===== src/design/wcio_pkg.sv =====
// Shared constants and types for the weighing control connector block
package wcio_pkg;

   // Register byte offsets
   localparam logic [7:0] OFS_CTRL = 8'h00;
   localparam logic [7:0] OFS_INSEL = 8'h04;
   localparam logic [7:0] OFS_STATUS = 8'h08;
   localparam logic [7:0] OFS_FINAL = 8'h0c;
   localparam logic [7:0] OFS_SP1 = 8'h10;
   localparam logic [7:0] OFS_SP2 = 8'h14;
   localparam logic [7:0] OFS_CPS = 8'h18;
   localparam logic [7:0] OFS_NEARZERO = 8'h1c;
   localparam logic [7:0] OFS_UPPER = 8'h20;
   localparam logic [7:0] OFS_LOWER = 8'h24;
   localparam logic [7:0] OFS_DZRANGE = 8'h28;
   localparam logic [7:0] OFS_CAPACITY = 8'h2c;
   localparam logic [7:0] OFS_GROSS = 8'h30;
   localparam logic [7:0] OFS_NET = 8'h34;
   localparam logic [7:0] OFS_TARE = 8'h38;
   localparam logic [7:0] OFS_ACCVAL = 8'h3c;

   // CTRL field positions
   localparam int CTL_GN_LEVEL = 0;
   localparam int CTL_TARE_STABLE = 1;
   localparam int CTL_TARE_RANGE = 2;
   localparam int CTL_SEQ_MODE = 3;
   localparam int CTL_LIM_JUDGE = 4;
   localparam int CTL_EXT_FEED = 5;
   localparam int CTL_DISCHARGE = 6;
   localparam int CTL_ACC_NET = 7;
   localparam int CTL_UPPER_STRICT = 8;
   localparam int CTL_WIDTH = 9;

   // STATUS field positions; ST_ZERO_ALARM is write-1-to-clear
   localparam int ST_DISP_NET = 0;
   localparam int ST_TARE_ACT = 1;
   localparam int ST_ZERO_ALARM = 2;
   localparam int ST_HOLD = 3;
   localparam int ST_DISCH = 4;
   localparam int ST_JUDGE = 5;

   // Reset values
   localparam logic [31:0] CTRL_RST = 32'h0000_0000;
   localparam logic [11:0] INSEL_RST = 12'h000;
   localparam logic [31:0] CFG_RST = 32'h0000_0000;

   localparam logic [1:0] RESP_OKAY = 2'b00;
   localparam logic [1:0] RESP_SLVERR = 2'b10;
   localparam int NUM_SEL = 4;
   localparam int FN_BITS = 3;

   // Functions of the selectable input pins
   typedef enum logic [2:0] {
      FN_HOLD = 3'h0,
      FN_ACC_CLR = 3'h1,
      FN_ACC_CMD = 3'h2,
      FN_STOP = 3'h3,
      FN_START = 3'h4,
      FN_FEED = 3'h5,
      FN_JUDGE = 3'h6
   } wcio_fn_t;

   // Contact inputs, 1 = contact closed to the common return
   typedef struct packed {
      logic gross_net;
      logic zero_req;
      logic tare_on;
      logic tare_off;
      logic [NUM_SEL-1:0] sel;
   } wcio_in_t;

   // Open-collector drives, 1 = transistor conducting
   typedef struct packed {
      logic near_zero;
      logic setpoint_one;
      logic setpoint_two;
      logic setpoint_three;
      logic lower_limit;
      logic upper_limit;
      logic stable_indicator;
      logic weight_error;
      logic sequence_error;
   } wcio_out_t;

   // Action strobes toward the weighing and statistics logic
   typedef struct packed {
      logic accum_cmd;
      logic accum_clear;
      logic seq_start;
      logic seq_stop;
   } wcio_evt_t;

endpackage


===== src/design/wcio_top.sv =====
// Control connector I/O of the weighing controller with AXI4-Lite registers
// What this block does
// - Each output bit 1 turns its open-collector transistor on, 0 off.
// - Edge mode: gross/net rise shows net, fall shows gross.
// - Level mode: net shown while gross/net active, gross otherwise.
// - Zero rise zeroes gross inside zero range, else raises zero alarm.
// - Tare rise subtracts tare; with restriction only while stable.
// - Tare allowed over full range or only for 0 < tare <= capacity.
// - Tare-reset rise cancels tare subtraction.
// - Hold freezes weight and comparisons, shows hold; none in sequence.
// - Judge acts only when configured external, ignored in sequence mode.
// - External feed select: inactive feeds, active discharges.
// - Accumulation rise accumulates gross or net as selected.
// - Accumulation-clear rise clears all accumulated data at once.
// - Each selectable pin takes one of seven functions by setting.
// - Duplicated non-hold function forced to hold; any hold pin holds.
// - Set points on when weight >= final minus set point or compensation.
// - Near-zero on when weight <= near-zero set value.
// - Lower on at or below lower; upper at or above, strict optional.
// - Limit comparison continuous or only while judging, by setting.
// - Stable output follows the motion detector.
// - Weight error on for load error, overflow or zero alarm.
// - Sequence error output follows the sequence error indication.
`timescale 1ns/1ns
module wcio_top
   import wcio_pkg::*;
(
   // Clock and reset
   input wire logic aclk,
   input wire logic aresetn,
   // AXI4-Lite write
   input wire logic [7:0] s_axi_awaddr,
   input wire logic s_axi_awvalid,
   output logic s_axi_awready,
   input wire logic [31:0] s_axi_wdata,
   input wire logic [3:0] s_axi_wstrb,
   input wire logic s_axi_wvalid,
   output logic s_axi_wready,
   output logic [1:0] s_axi_bresp,
   output logic s_axi_bvalid,
   input wire logic s_axi_bready,
   // AXI4-Lite read
   input wire logic [7:0] s_axi_araddr,
   input wire logic s_axi_arvalid,
   output logic s_axi_arready,
   output logic [31:0] s_axi_rdata,
   output logic [1:0] s_axi_rresp,
   output logic s_axi_rvalid,
   input wire logic s_axi_rready,
   // Weighing datapath
   input wire logic signed [31:0] raw_weight,
   input wire logic motion_stable,
   input wire logic load_error,
   input wire logic overflow_error,
   input wire logic seq_error_ind,
   // Connector
   input wire wcio_in_t ctl_in,
   output wcio_out_t oc_drive,
   // Actions and modes
   output wcio_evt_t evt,
   output logic signed [31:0] accum_value,
   output logic hold_indicator,
   output logic discharge_mode
);

   logic [31:0] ctrl;
   logic [11:0] insel;
   logic signed [31:0] final_v, sp1_v, sp2_v, cps_v, nz_v;
   logic signed [31:0] upper_v, lower_v, dz_v, cap_v;
   logic signed [31:0] zero_ofs, tare, held_weight;
   logic disp_net, tare_act, zero_alarm;
   wcio_in_t sync1, sync2, prev;
   wcio_in_t rise;
   logic signed [31:0] gross, net, live_weight;
   wcio_fn_t eff [NUM_SEL];
   logic hold_lvl, judge_lvl, feed_lvl;
   logic acc_cmd_r, acc_clr_r, start_r, stop_r;
   logic zero_in_range, tare_allowed, hold_active, judge_active, lim_en;
   logic aw_held, w_held;
   logic [7:0] aw_addr;
   logic [31:0] w_data;
   logic [3:0] w_strb;
   logic do_write, zero_alarm_clr;

   // Pin function after the duplicate check
   function automatic wcio_fn_t pin_fn(input logic [11:0] sel, input int i);
      logic [2:0] f;
      logic dup;
      f = sel[i*FN_BITS +: FN_BITS];
      dup = 1'b0;
      for (int j = 0; j < NUM_SEL; j++) begin
         if (j != i && sel[j*FN_BITS +: FN_BITS] == f) begin
            dup = 1'b1;
         end
      end
      if (f > FN_JUDGE || (dup && f != FN_HOLD)) begin
         return FN_HOLD;
      end
      return wcio_fn_t'(f);
   endfunction

   function automatic logic [31:0] merge(input logic [31:0] old,
                                         input logic [31:0] d,
                                         input logic [3:0] s);
      logic [31:0] r;
      r = old;
      for (int b = 0; b < 4; b++) begin
         if (s[b]) begin
            r[b*8 +: 8] = d[b*8 +: 8];
         end
      end
      return r;
   endfunction

   function automatic logic mapped(input logic [7:0] a);
      return a[1:0] == 2'b00 && a <= OFS_ACCVAL;
   endfunction

   // Two-stage synchroniser then edge detection
   always_ff @(posedge aclk) begin
      if (!aresetn) begin
         sync1 <= '0;
         sync2 <= '0;
         prev <= '0;
      end else begin
         sync1 <= ctl_in;
         sync2 <= sync1;
         prev <= sync2;
      end
   end
   assign rise = sync2 & ~prev;

   always_comb begin
      hold_lvl = 1'b0;
      judge_lvl = 1'b0;
      feed_lvl = 1'b0;
      acc_cmd_r = 1'b0;
      acc_clr_r = 1'b0;
      start_r = 1'b0;
      stop_r = 1'b0;
      for (int i = 0; i < NUM_SEL; i++) begin
         eff[i] = pin_fn(insel, i);
         unique case (eff[i])
            FN_HOLD: hold_lvl = hold_lvl | sync2.sel[i];
            FN_JUDGE: judge_lvl = sync2.sel[i];
            FN_FEED: feed_lvl = sync2.sel[i];
            FN_ACC_CMD: acc_cmd_r = rise.sel[i];
            FN_ACC_CLR: acc_clr_r = rise.sel[i];
            FN_START: start_r = rise.sel[i];
            FN_STOP: stop_r = rise.sel[i];
         endcase
      end
   end

   assign gross = raw_weight - zero_ofs;
   assign net = tare_act ? gross - tare : gross;
   assign live_weight = disp_net ? net : gross;
   assign hold_active = hold_lvl & ~ctrl[CTL_SEQ_MODE];
   assign judge_active = judge_lvl & ~ctrl[CTL_SEQ_MODE];
   assign lim_en = ~ctrl[CTL_LIM_JUDGE] | judge_active;
   assign zero_in_range = gross <= dz_v && gross >= -dz_v;
   assign tare_allowed = (~ctrl[CTL_TARE_STABLE] | motion_stable) &
      (~ctrl[CTL_TARE_RANGE] | (gross > 0 && gross <= cap_v));

   // Gross/net display select
   always_ff @(posedge aclk) begin
      if (!aresetn) begin
         disp_net <= 1'b0;
      end else if (ctrl[CTL_GN_LEVEL]) begin
         disp_net <= sync2.gross_net;
      end else if (rise.gross_net) begin
         disp_net <= 1'b1;
      end else if (sync2.gross_net == 1'b0 && prev.gross_net) begin
         disp_net <= 1'b0;
      end
   end

   // Zeroing and zero alarm; a new failure wins over a software clear
   always_ff @(posedge aclk) begin
      if (!aresetn) begin
         zero_ofs <= '0;
         zero_alarm <= 1'b0;
      end else if (rise.zero_req && zero_in_range) begin
         zero_ofs <= raw_weight;
         zero_alarm <= 1'b0;
      end else if (rise.zero_req) begin
         zero_alarm <= 1'b1;
      end else if (zero_alarm_clr) begin
         zero_alarm <= 1'b0;
      end
   end

   // Tare: tare-reset wins when both edges land together
   always_ff @(posedge aclk) begin
      if (!aresetn) begin
         tare <= '0;
         tare_act <= 1'b0;
      end else if (rise.tare_off) begin
         tare_act <= 1'b0;
      end else if (rise.tare_on && tare_allowed) begin
         tare <= gross;
         tare_act <= 1'b1;
      end
   end

   // Held weight and comparison outputs freeze together
   always_ff @(posedge aclk) begin
      if (!aresetn) begin
         held_weight <= '0;
         oc_drive <= '0;
      end else begin
         oc_drive.stable_indicator <= motion_stable;
         oc_drive.weight_error <= load_error | overflow_error | zero_alarm;
         oc_drive.sequence_error <= seq_error_ind;
         if (!hold_active) begin
            held_weight <= live_weight;
            oc_drive.near_zero <= live_weight <= nz_v;
            oc_drive.setpoint_one <= live_weight >= final_v - sp1_v;
            oc_drive.setpoint_two <= live_weight >= final_v - sp2_v;
            oc_drive.setpoint_three <= live_weight >= final_v - cps_v;
            oc_drive.lower_limit <= lim_en && live_weight <= lower_v;
            oc_drive.upper_limit <= lim_en && (ctrl[CTL_UPPER_STRICT] ?
               live_weight > upper_v : live_weight >= upper_v);
         end
      end
   end

   // Action strobes, one cycle each
   always_ff @(posedge aclk) begin
      if (!aresetn) begin
         evt <= '0;
         accum_value <= '0;
         discharge_mode <= 1'b0;
      end else begin
         evt.accum_cmd <= acc_cmd_r;
         evt.accum_clear <= acc_clr_r;
         evt.seq_start <= start_r;
         evt.seq_stop <= stop_r;
         if (acc_cmd_r) begin
            accum_value <= ctrl[CTL_ACC_NET] ? net : gross;
         end
         discharge_mode <= ctrl[CTL_EXT_FEED] ? feed_lvl :
            ctrl[CTL_DISCHARGE];
      end
   end
   assign hold_indicator = hold_active;

   // AXI4-Lite write path: address and data taken in either order
   assign s_axi_awready = ~aw_held & ~s_axi_bvalid;
   assign s_axi_wready = ~w_held & ~s_axi_bvalid;
   assign do_write = aw_held & w_held & ~s_axi_bvalid;
   assign zero_alarm_clr = do_write && aw_addr == OFS_STATUS && w_strb[0] &&
      w_data[ST_ZERO_ALARM];

   always_ff @(posedge aclk) begin
      if (!aresetn) begin
         aw_held <= 1'b0;
         w_held <= 1'b0;
         aw_addr <= '0;
         w_data <= '0;
         w_strb <= '0;
         s_axi_bvalid <= 1'b0;
         s_axi_bresp <= RESP_OKAY;
      end else begin
         if (s_axi_awvalid && s_axi_awready) begin
            aw_held <= 1'b1;
            aw_addr <= s_axi_awaddr;
         end
         if (s_axi_wvalid && s_axi_wready) begin
            w_held <= 1'b1;
            w_data <= s_axi_wdata;
            w_strb <= s_axi_wstrb;
         end
         if (do_write) begin
            aw_held <= 1'b0;
            w_held <= 1'b0;
            s_axi_bvalid <= 1'b1;
            s_axi_bresp <= mapped(aw_addr) ? RESP_OKAY : RESP_SLVERR;
         end else if (s_axi_bready) begin
            s_axi_bvalid <= 1'b0;
         end
      end
   end

   always_ff @(posedge aclk) begin
      if (!aresetn) begin
         ctrl <= CTRL_RST;
         insel <= INSEL_RST;
         final_v <= CFG_RST;
         sp1_v <= CFG_RST;
         sp2_v <= CFG_RST;
         cps_v <= CFG_RST;
         nz_v <= CFG_RST;
         upper_v <= CFG_RST;
         lower_v <= CFG_RST;
         dz_v <= CFG_RST;
         cap_v <= CFG_RST;
      end else if (do_write) begin
         unique case (aw_addr)
            OFS_CTRL: ctrl <= merge(ctrl, w_data, w_strb) &
               32'(2**CTL_WIDTH - 1);
            OFS_INSEL: insel <= 12'(merge({20'h0, insel}, w_data, w_strb));
            OFS_FINAL: final_v <= merge(final_v, w_data, w_strb);
            OFS_SP1: sp1_v <= merge(sp1_v, w_data, w_strb);
            OFS_SP2: sp2_v <= merge(sp2_v, w_data, w_strb);
            OFS_CPS: cps_v <= merge(cps_v, w_data, w_strb);
            OFS_NEARZERO: nz_v <= merge(nz_v, w_data, w_strb);
            OFS_UPPER: upper_v <= merge(upper_v, w_data, w_strb);
            OFS_LOWER: lower_v <= merge(lower_v, w_data, w_strb);
            OFS_DZRANGE: dz_v <= merge(dz_v, w_data, w_strb);
            OFS_CAPACITY: cap_v <= merge(cap_v, w_data, w_strb);
            default: ;
         endcase
      end
   end

   // AXI4-Lite read path: one cycle from address to data
   assign s_axi_arready = ~s_axi_rvalid;

   always_ff @(posedge aclk) begin
      if (!aresetn) begin
         s_axi_rvalid <= 1'b0;
         s_axi_rdata <= '0;
         s_axi_rresp <= RESP_OKAY;
      end else if (s_axi_arvalid && s_axi_arready) begin
         s_axi_rvalid <= 1'b1;
         s_axi_rresp <= mapped(s_axi_araddr) ? RESP_OKAY : RESP_SLVERR;
         unique case (s_axi_araddr)
            OFS_CTRL: s_axi_rdata <= ctrl;
            OFS_INSEL: s_axi_rdata <= {20'h0, insel};
            OFS_STATUS: s_axi_rdata <= {26'h0, judge_active,
               discharge_mode, hold_active, zero_alarm, tare_act, disp_net};
            OFS_FINAL: s_axi_rdata <= final_v;
            OFS_SP1: s_axi_rdata <= sp1_v;
            OFS_SP2: s_axi_rdata <= sp2_v;
            OFS_CPS: s_axi_rdata <= cps_v;
            OFS_NEARZERO: s_axi_rdata <= nz_v;
            OFS_UPPER: s_axi_rdata <= upper_v;
            OFS_LOWER: s_axi_rdata <= lower_v;
            OFS_DZRANGE: s_axi_rdata <= dz_v;
            OFS_CAPACITY: s_axi_rdata <= cap_v;
            OFS_GROSS: s_axi_rdata <= gross;
            OFS_NET: s_axi_rdata <= held_weight;
            OFS_TARE: s_axi_rdata <= tare;
            OFS_ACCVAL: s_axi_rdata <= accum_value;
            default: s_axi_rdata <= '0;
         endcase
      end else if (s_axi_rready) begin
         s_axi_rvalid <= 1'b0;
      end
   end
endmodule


===== config.mk =====
export PLATFORM = sky130hd
export DESIGN_NAME = wcio_top
export DESIGN_NICKNAME = d
export VERILOG_FILES = /design/src/design/wcio_pkg.sv /design/src/design/wcio_top.sv
export SDC_FILE = /design/constraint.sdc
export NUM_CORES = 2
export LEC_CHECK = 0
export ABC_AREA = 1
export BUFFER_PORTS_ARGS = -buffer_cell sky130_fd_sc_hd__buf_2
export CAP_MARGIN = 40
export CORE_MARGIN = 2
export CORE_UTILIZATION = 49
export CTS_CLUSTER_SIZE = 28
export DETAILED_ROUTE_END_ITERATION = 16
export HOLD_SLACK_MARGIN = 0.1
export PLACE_DENSITY = 0.77
export SYNTH_ARGS = -nofsm -noshare
export SYNTH_HDL_FRONTEND = slang
export SYNTH_SLANG_ARGS = --single-unit

===== constraint.sdc =====
create_clock -name aclk -period 8.4 [get_ports aclk]
set_input_delay 0.84 -clock aclk [delete_from_list [all_inputs] [get_ports aclk]]
set_output_delay 0.84 -clock aclk [all_outputs]
set_load 0.01 [all_outputs]

==> results by group <==
Synthesis
  – Post-synthesis sequential area ratio: 28.45%
  – Number of flops mapped to enable cells by yosys: 0
  – Post-synth top area cell: dfxtp_1
  – Asr flop ratio synth: 0%
  – Ys Warns: 0
  – Synthesized area: 39,410 um^2
  – Ranking of synthesized cells by area: dfxtp_1 (28%), ha_1 (14%), nand2_1 (8.4%)
  – Yosys reg bits: 560
  – Gate Count Post-Synth: 5,735
  – Yosys cell types: 66
  – Synth Area per Inst: 6.871 um^2
  – Top_reg_cell synth: dfxtp_1
  – Synth top area share: 28.45%

Cells and area
  – Post-layout util: 55.11%
  – NumNets Final: 6,391
  – Layout cells sized above 1: 7.296%
  – Area growth, synth to finish: 10.83%
  – Final Cell Area: 43,680 um^2
  – Layout Cells excl Fill: 6,949

Timing
  – RSZ-0062 raised after global routing: no
  – Worst hold slack: 0.3972 ns
  – Clk_skew: 0.03716 ns
  – Minimum clock period: 7.489 ns
  – Worst slew pin tran: 1.016 ns
  – Max Slew Vio Count: 0
  – Finish-stage setup viols: 0
  – Final hold vios: 0
  – Max Freq: 133.5 MHz
  – Setup TNS: 0 ns
  – Final Worst Setup Slack: 0.9111 ns
  – Period utilization: 89.15%
  – Max_slew headroom: 32.29%

Floorplanning
  – Die height: 287.6 um
  – Ports: 191
  – Core ar.: 79,260 um^2
  – Full die area: 82,710 um^2
  – Starting Density: 49.72%
  – Core Rows: 103
  – Die width: 287.6 um

Global routing
  – GRT met1 Usage: 49.07%
  – Vias in the first global route: 37,930
  – First-pass GRT wire length: 232,400 um
  – All-Layer GR Usage: 37.09%
  – Grt met3 use: 7.702%
  – Grt total ovfl: 0
  – Largest net degree at the start of global routing: 210
  – Initial antenna violation count: 6
  – Met2 Use GR: 54.80%
  – Most used routing layer: met2

CTS
  – Clk root buf: clkbuf_16
  – Post-cts repair resize count: 0
  – Clk buf depth: 3
  – Skew-Pair Late Insertion Delay: 0.64 ns
  – Clk slew on worst S/H paths: 0.07 ns
  – Hold_buf cts: 0
  – Max H-tree Level: 3
  – Post-CTS Setup Repair Bufs: 0
  – Clock buffer count from CTS: 67
  – CTS tree: built
  – CTS sink count: 560

Placement
  – DP HPWL: 121,000 um
  – RD Place Congestion: 1.036
  – PortBufs: 188
  – Dpl cell area: 41,400 um^2
  – DP Worst Slack: 0.6562 ns
  – Post-placement cell count: 6,823

Worst hold path
  – Hold depth: 3
  – Worst min-delay path class: input pin to flip-flop
  – Hold Path Sink: sync1[7]
  – Hold Path Origin: ctl_in[7]

Outcome
  – Status: complete, no violations

Setup path
  – Reg2reg start: zero_ofs[10]
  – Critical Path Source Type: flip-flop
  – Crit path top cell by count: nand2_1
  – CP top delay family: compound AO/OA/AOI/OAI gates
  – Critical path's slowest cell: xor2_1
  – CP required: 8.91 ns
  – Arrival time worst endpoint: 8.00 ns
  – Max stage delay on crit path: 0.61 ns
  – CP Max Fanout: 7
  – R2r setup slk: 0.91 ns
  – Path depth of the worst reg2reg path: 32
  – CP Class: flip-flop to flip-flop
  – Worst setup EP type: flip-flop
  – Crit path buffers/inverters: 3
  – Capture point of the worst reg-to-reg path: oc_drive[8]

Route
  – Routed vias: 41,470
  – Post-DR wirelength/cell: 22.71 um
  – Residual DRC: 0
  – Detailed Routing Iterations Pass 1: 6
  – Iter 0 DRT Violations: 4,560
  – Vias/cell: 5.968
  – Final wirelength: 157,800 um
  – Final ANT Viol Nets: 0

Power and ir drop
  – Peak supply drop: 0.0001570 V
  – Pwr/cell area: 184.0 nW/um^2
  – Power consumption: 8.035 mW
  – LEAKAGE: 19.54 nW

Flow run
  – Max Cap Viol: 0
worst reg2reg max path: cells and delay by family, from the launching register on:
kind	cells	cell delay [ns]
AOI/OAI and AO/OA	10	2.57
xor gates and xnor gates	1	0.62
adders and majority gates	3	1.15
buffers and inverters	3	0.62
DFF	1	0.31
and+or+nand+nor	15	2.10
layout by cell type, fill, tap and decap left out, drive strengths merged, types with 70 or more instances in the layout:
| master | instances |
|---|---|
| nor2 | 607 |
| inv | 792 |
| nor3 | 70 |
| xor2 | 104 |
| dfxtp | 560 |
| clkbuf | 93 |
| a21oi | 641 |
| nand2 | 894 |
| ha | 437 |
| buf | 273 |
| o22ai | 83 |
| xnor2 | 73 |
| a221oi | 75 |
| o21ai | 617 |
| nand3 | 198 |
synthesized netlist by cell type (72+ instances only):
cell type and instances:
xor2_1 101, o21ai_0 602, xnor2_1 72, o22ai_1 83
nor2_1 603, nand2_1 885, dfxtp_1 560, inv_1 783
nand3_1 192, a21oi_1 640, ha_1 437, clkbuf_1 172
a221oi_1 75
worst max path at each step:
stage          depth (start not counted)           start  slack (ns)           to
2_1_floorplan                         39   raw_weight[0]        2.78  oc_drive[8]
3_3_place_gp                          27  raw_weight[10]        0.60  oc_drive[4]
3_5_place_dp                          32  raw_weight[10]        0.66  oc_drive[8]
4_1_cts                               32    zero_ofs[10]        1.23  oc_drive[8]
5_1_grt                               32    zero_ofs[10]        0.66  oc_drive[8]
6_report                              32    zero_ofs[10]        0.91  oc_drive[8]
registers in the layout (all words and copies together) (netlist names), 9 cells and up:
| register | flops |
|---|---|
| dz_v | 32 |
| w_data | 32 |
| nz_v | 32 |
| oc_drive | 9 |
| lower_v | 32 |
| accum_value | 32 |
| sp2_v | 32 |
| s_axi_rdata | 32 |
| held_weight | 32 |
| insel | 12 |
| cps_v | 32 |
| zero_ofs | 32 |
| cap_v | 32 |
| sp1_v | 32 |
| ctrl | 9 |
| final_v | 32 |
| tare | 32 |
| upper_v | 32 |
logic make-up (layout without fill, tap and decap cells):
kind of cell               count (synthesis)  after routing  synth area share (%)
and+or+nand+nor                         1895           1895                 20.07
other                                      1              7              0.009516
AOI/OAI and AO/OA                       1636           1636                 23.33
DFF                                      560            560                 28.45
adders and majority gates                442            442                 14.13
xor gates and xnor gates                 177            177                 4.039
buffers and inverters                   1024           1182                 9.979
final cells by class:
type	instances	area, um^2
antenna	5	12.51
clock buffer	91	1899
clock inverter	26	331.6
fill	7759	35580
inverter	790	2965
multi-input combinational	4152	24280
sequential	560	11210
tap	1050	1314
timing repair buffer	275	1663
where the power goes:
part	total, mW	internal [mW]	switching (mW)
clock network	3.04	1.76	1.28
registers	2.83	2.73	0.0951
logic	2.17	0.728	1.44
total	8.03	5.21	2.82
per-layer routing:
metal / share of wire [%] / routed length, um / vias to the layer above
met3: 10 / 16420 / 555
li1: - / - / 19630
met2: 41 / 64940 / 2348
met1: 41 / 65160 / 18940
met5: 0.0089 / 14 / -
met4: 7.2 / 11300 / 2
No activity file was read; power rests on OpenSTA's default activity.
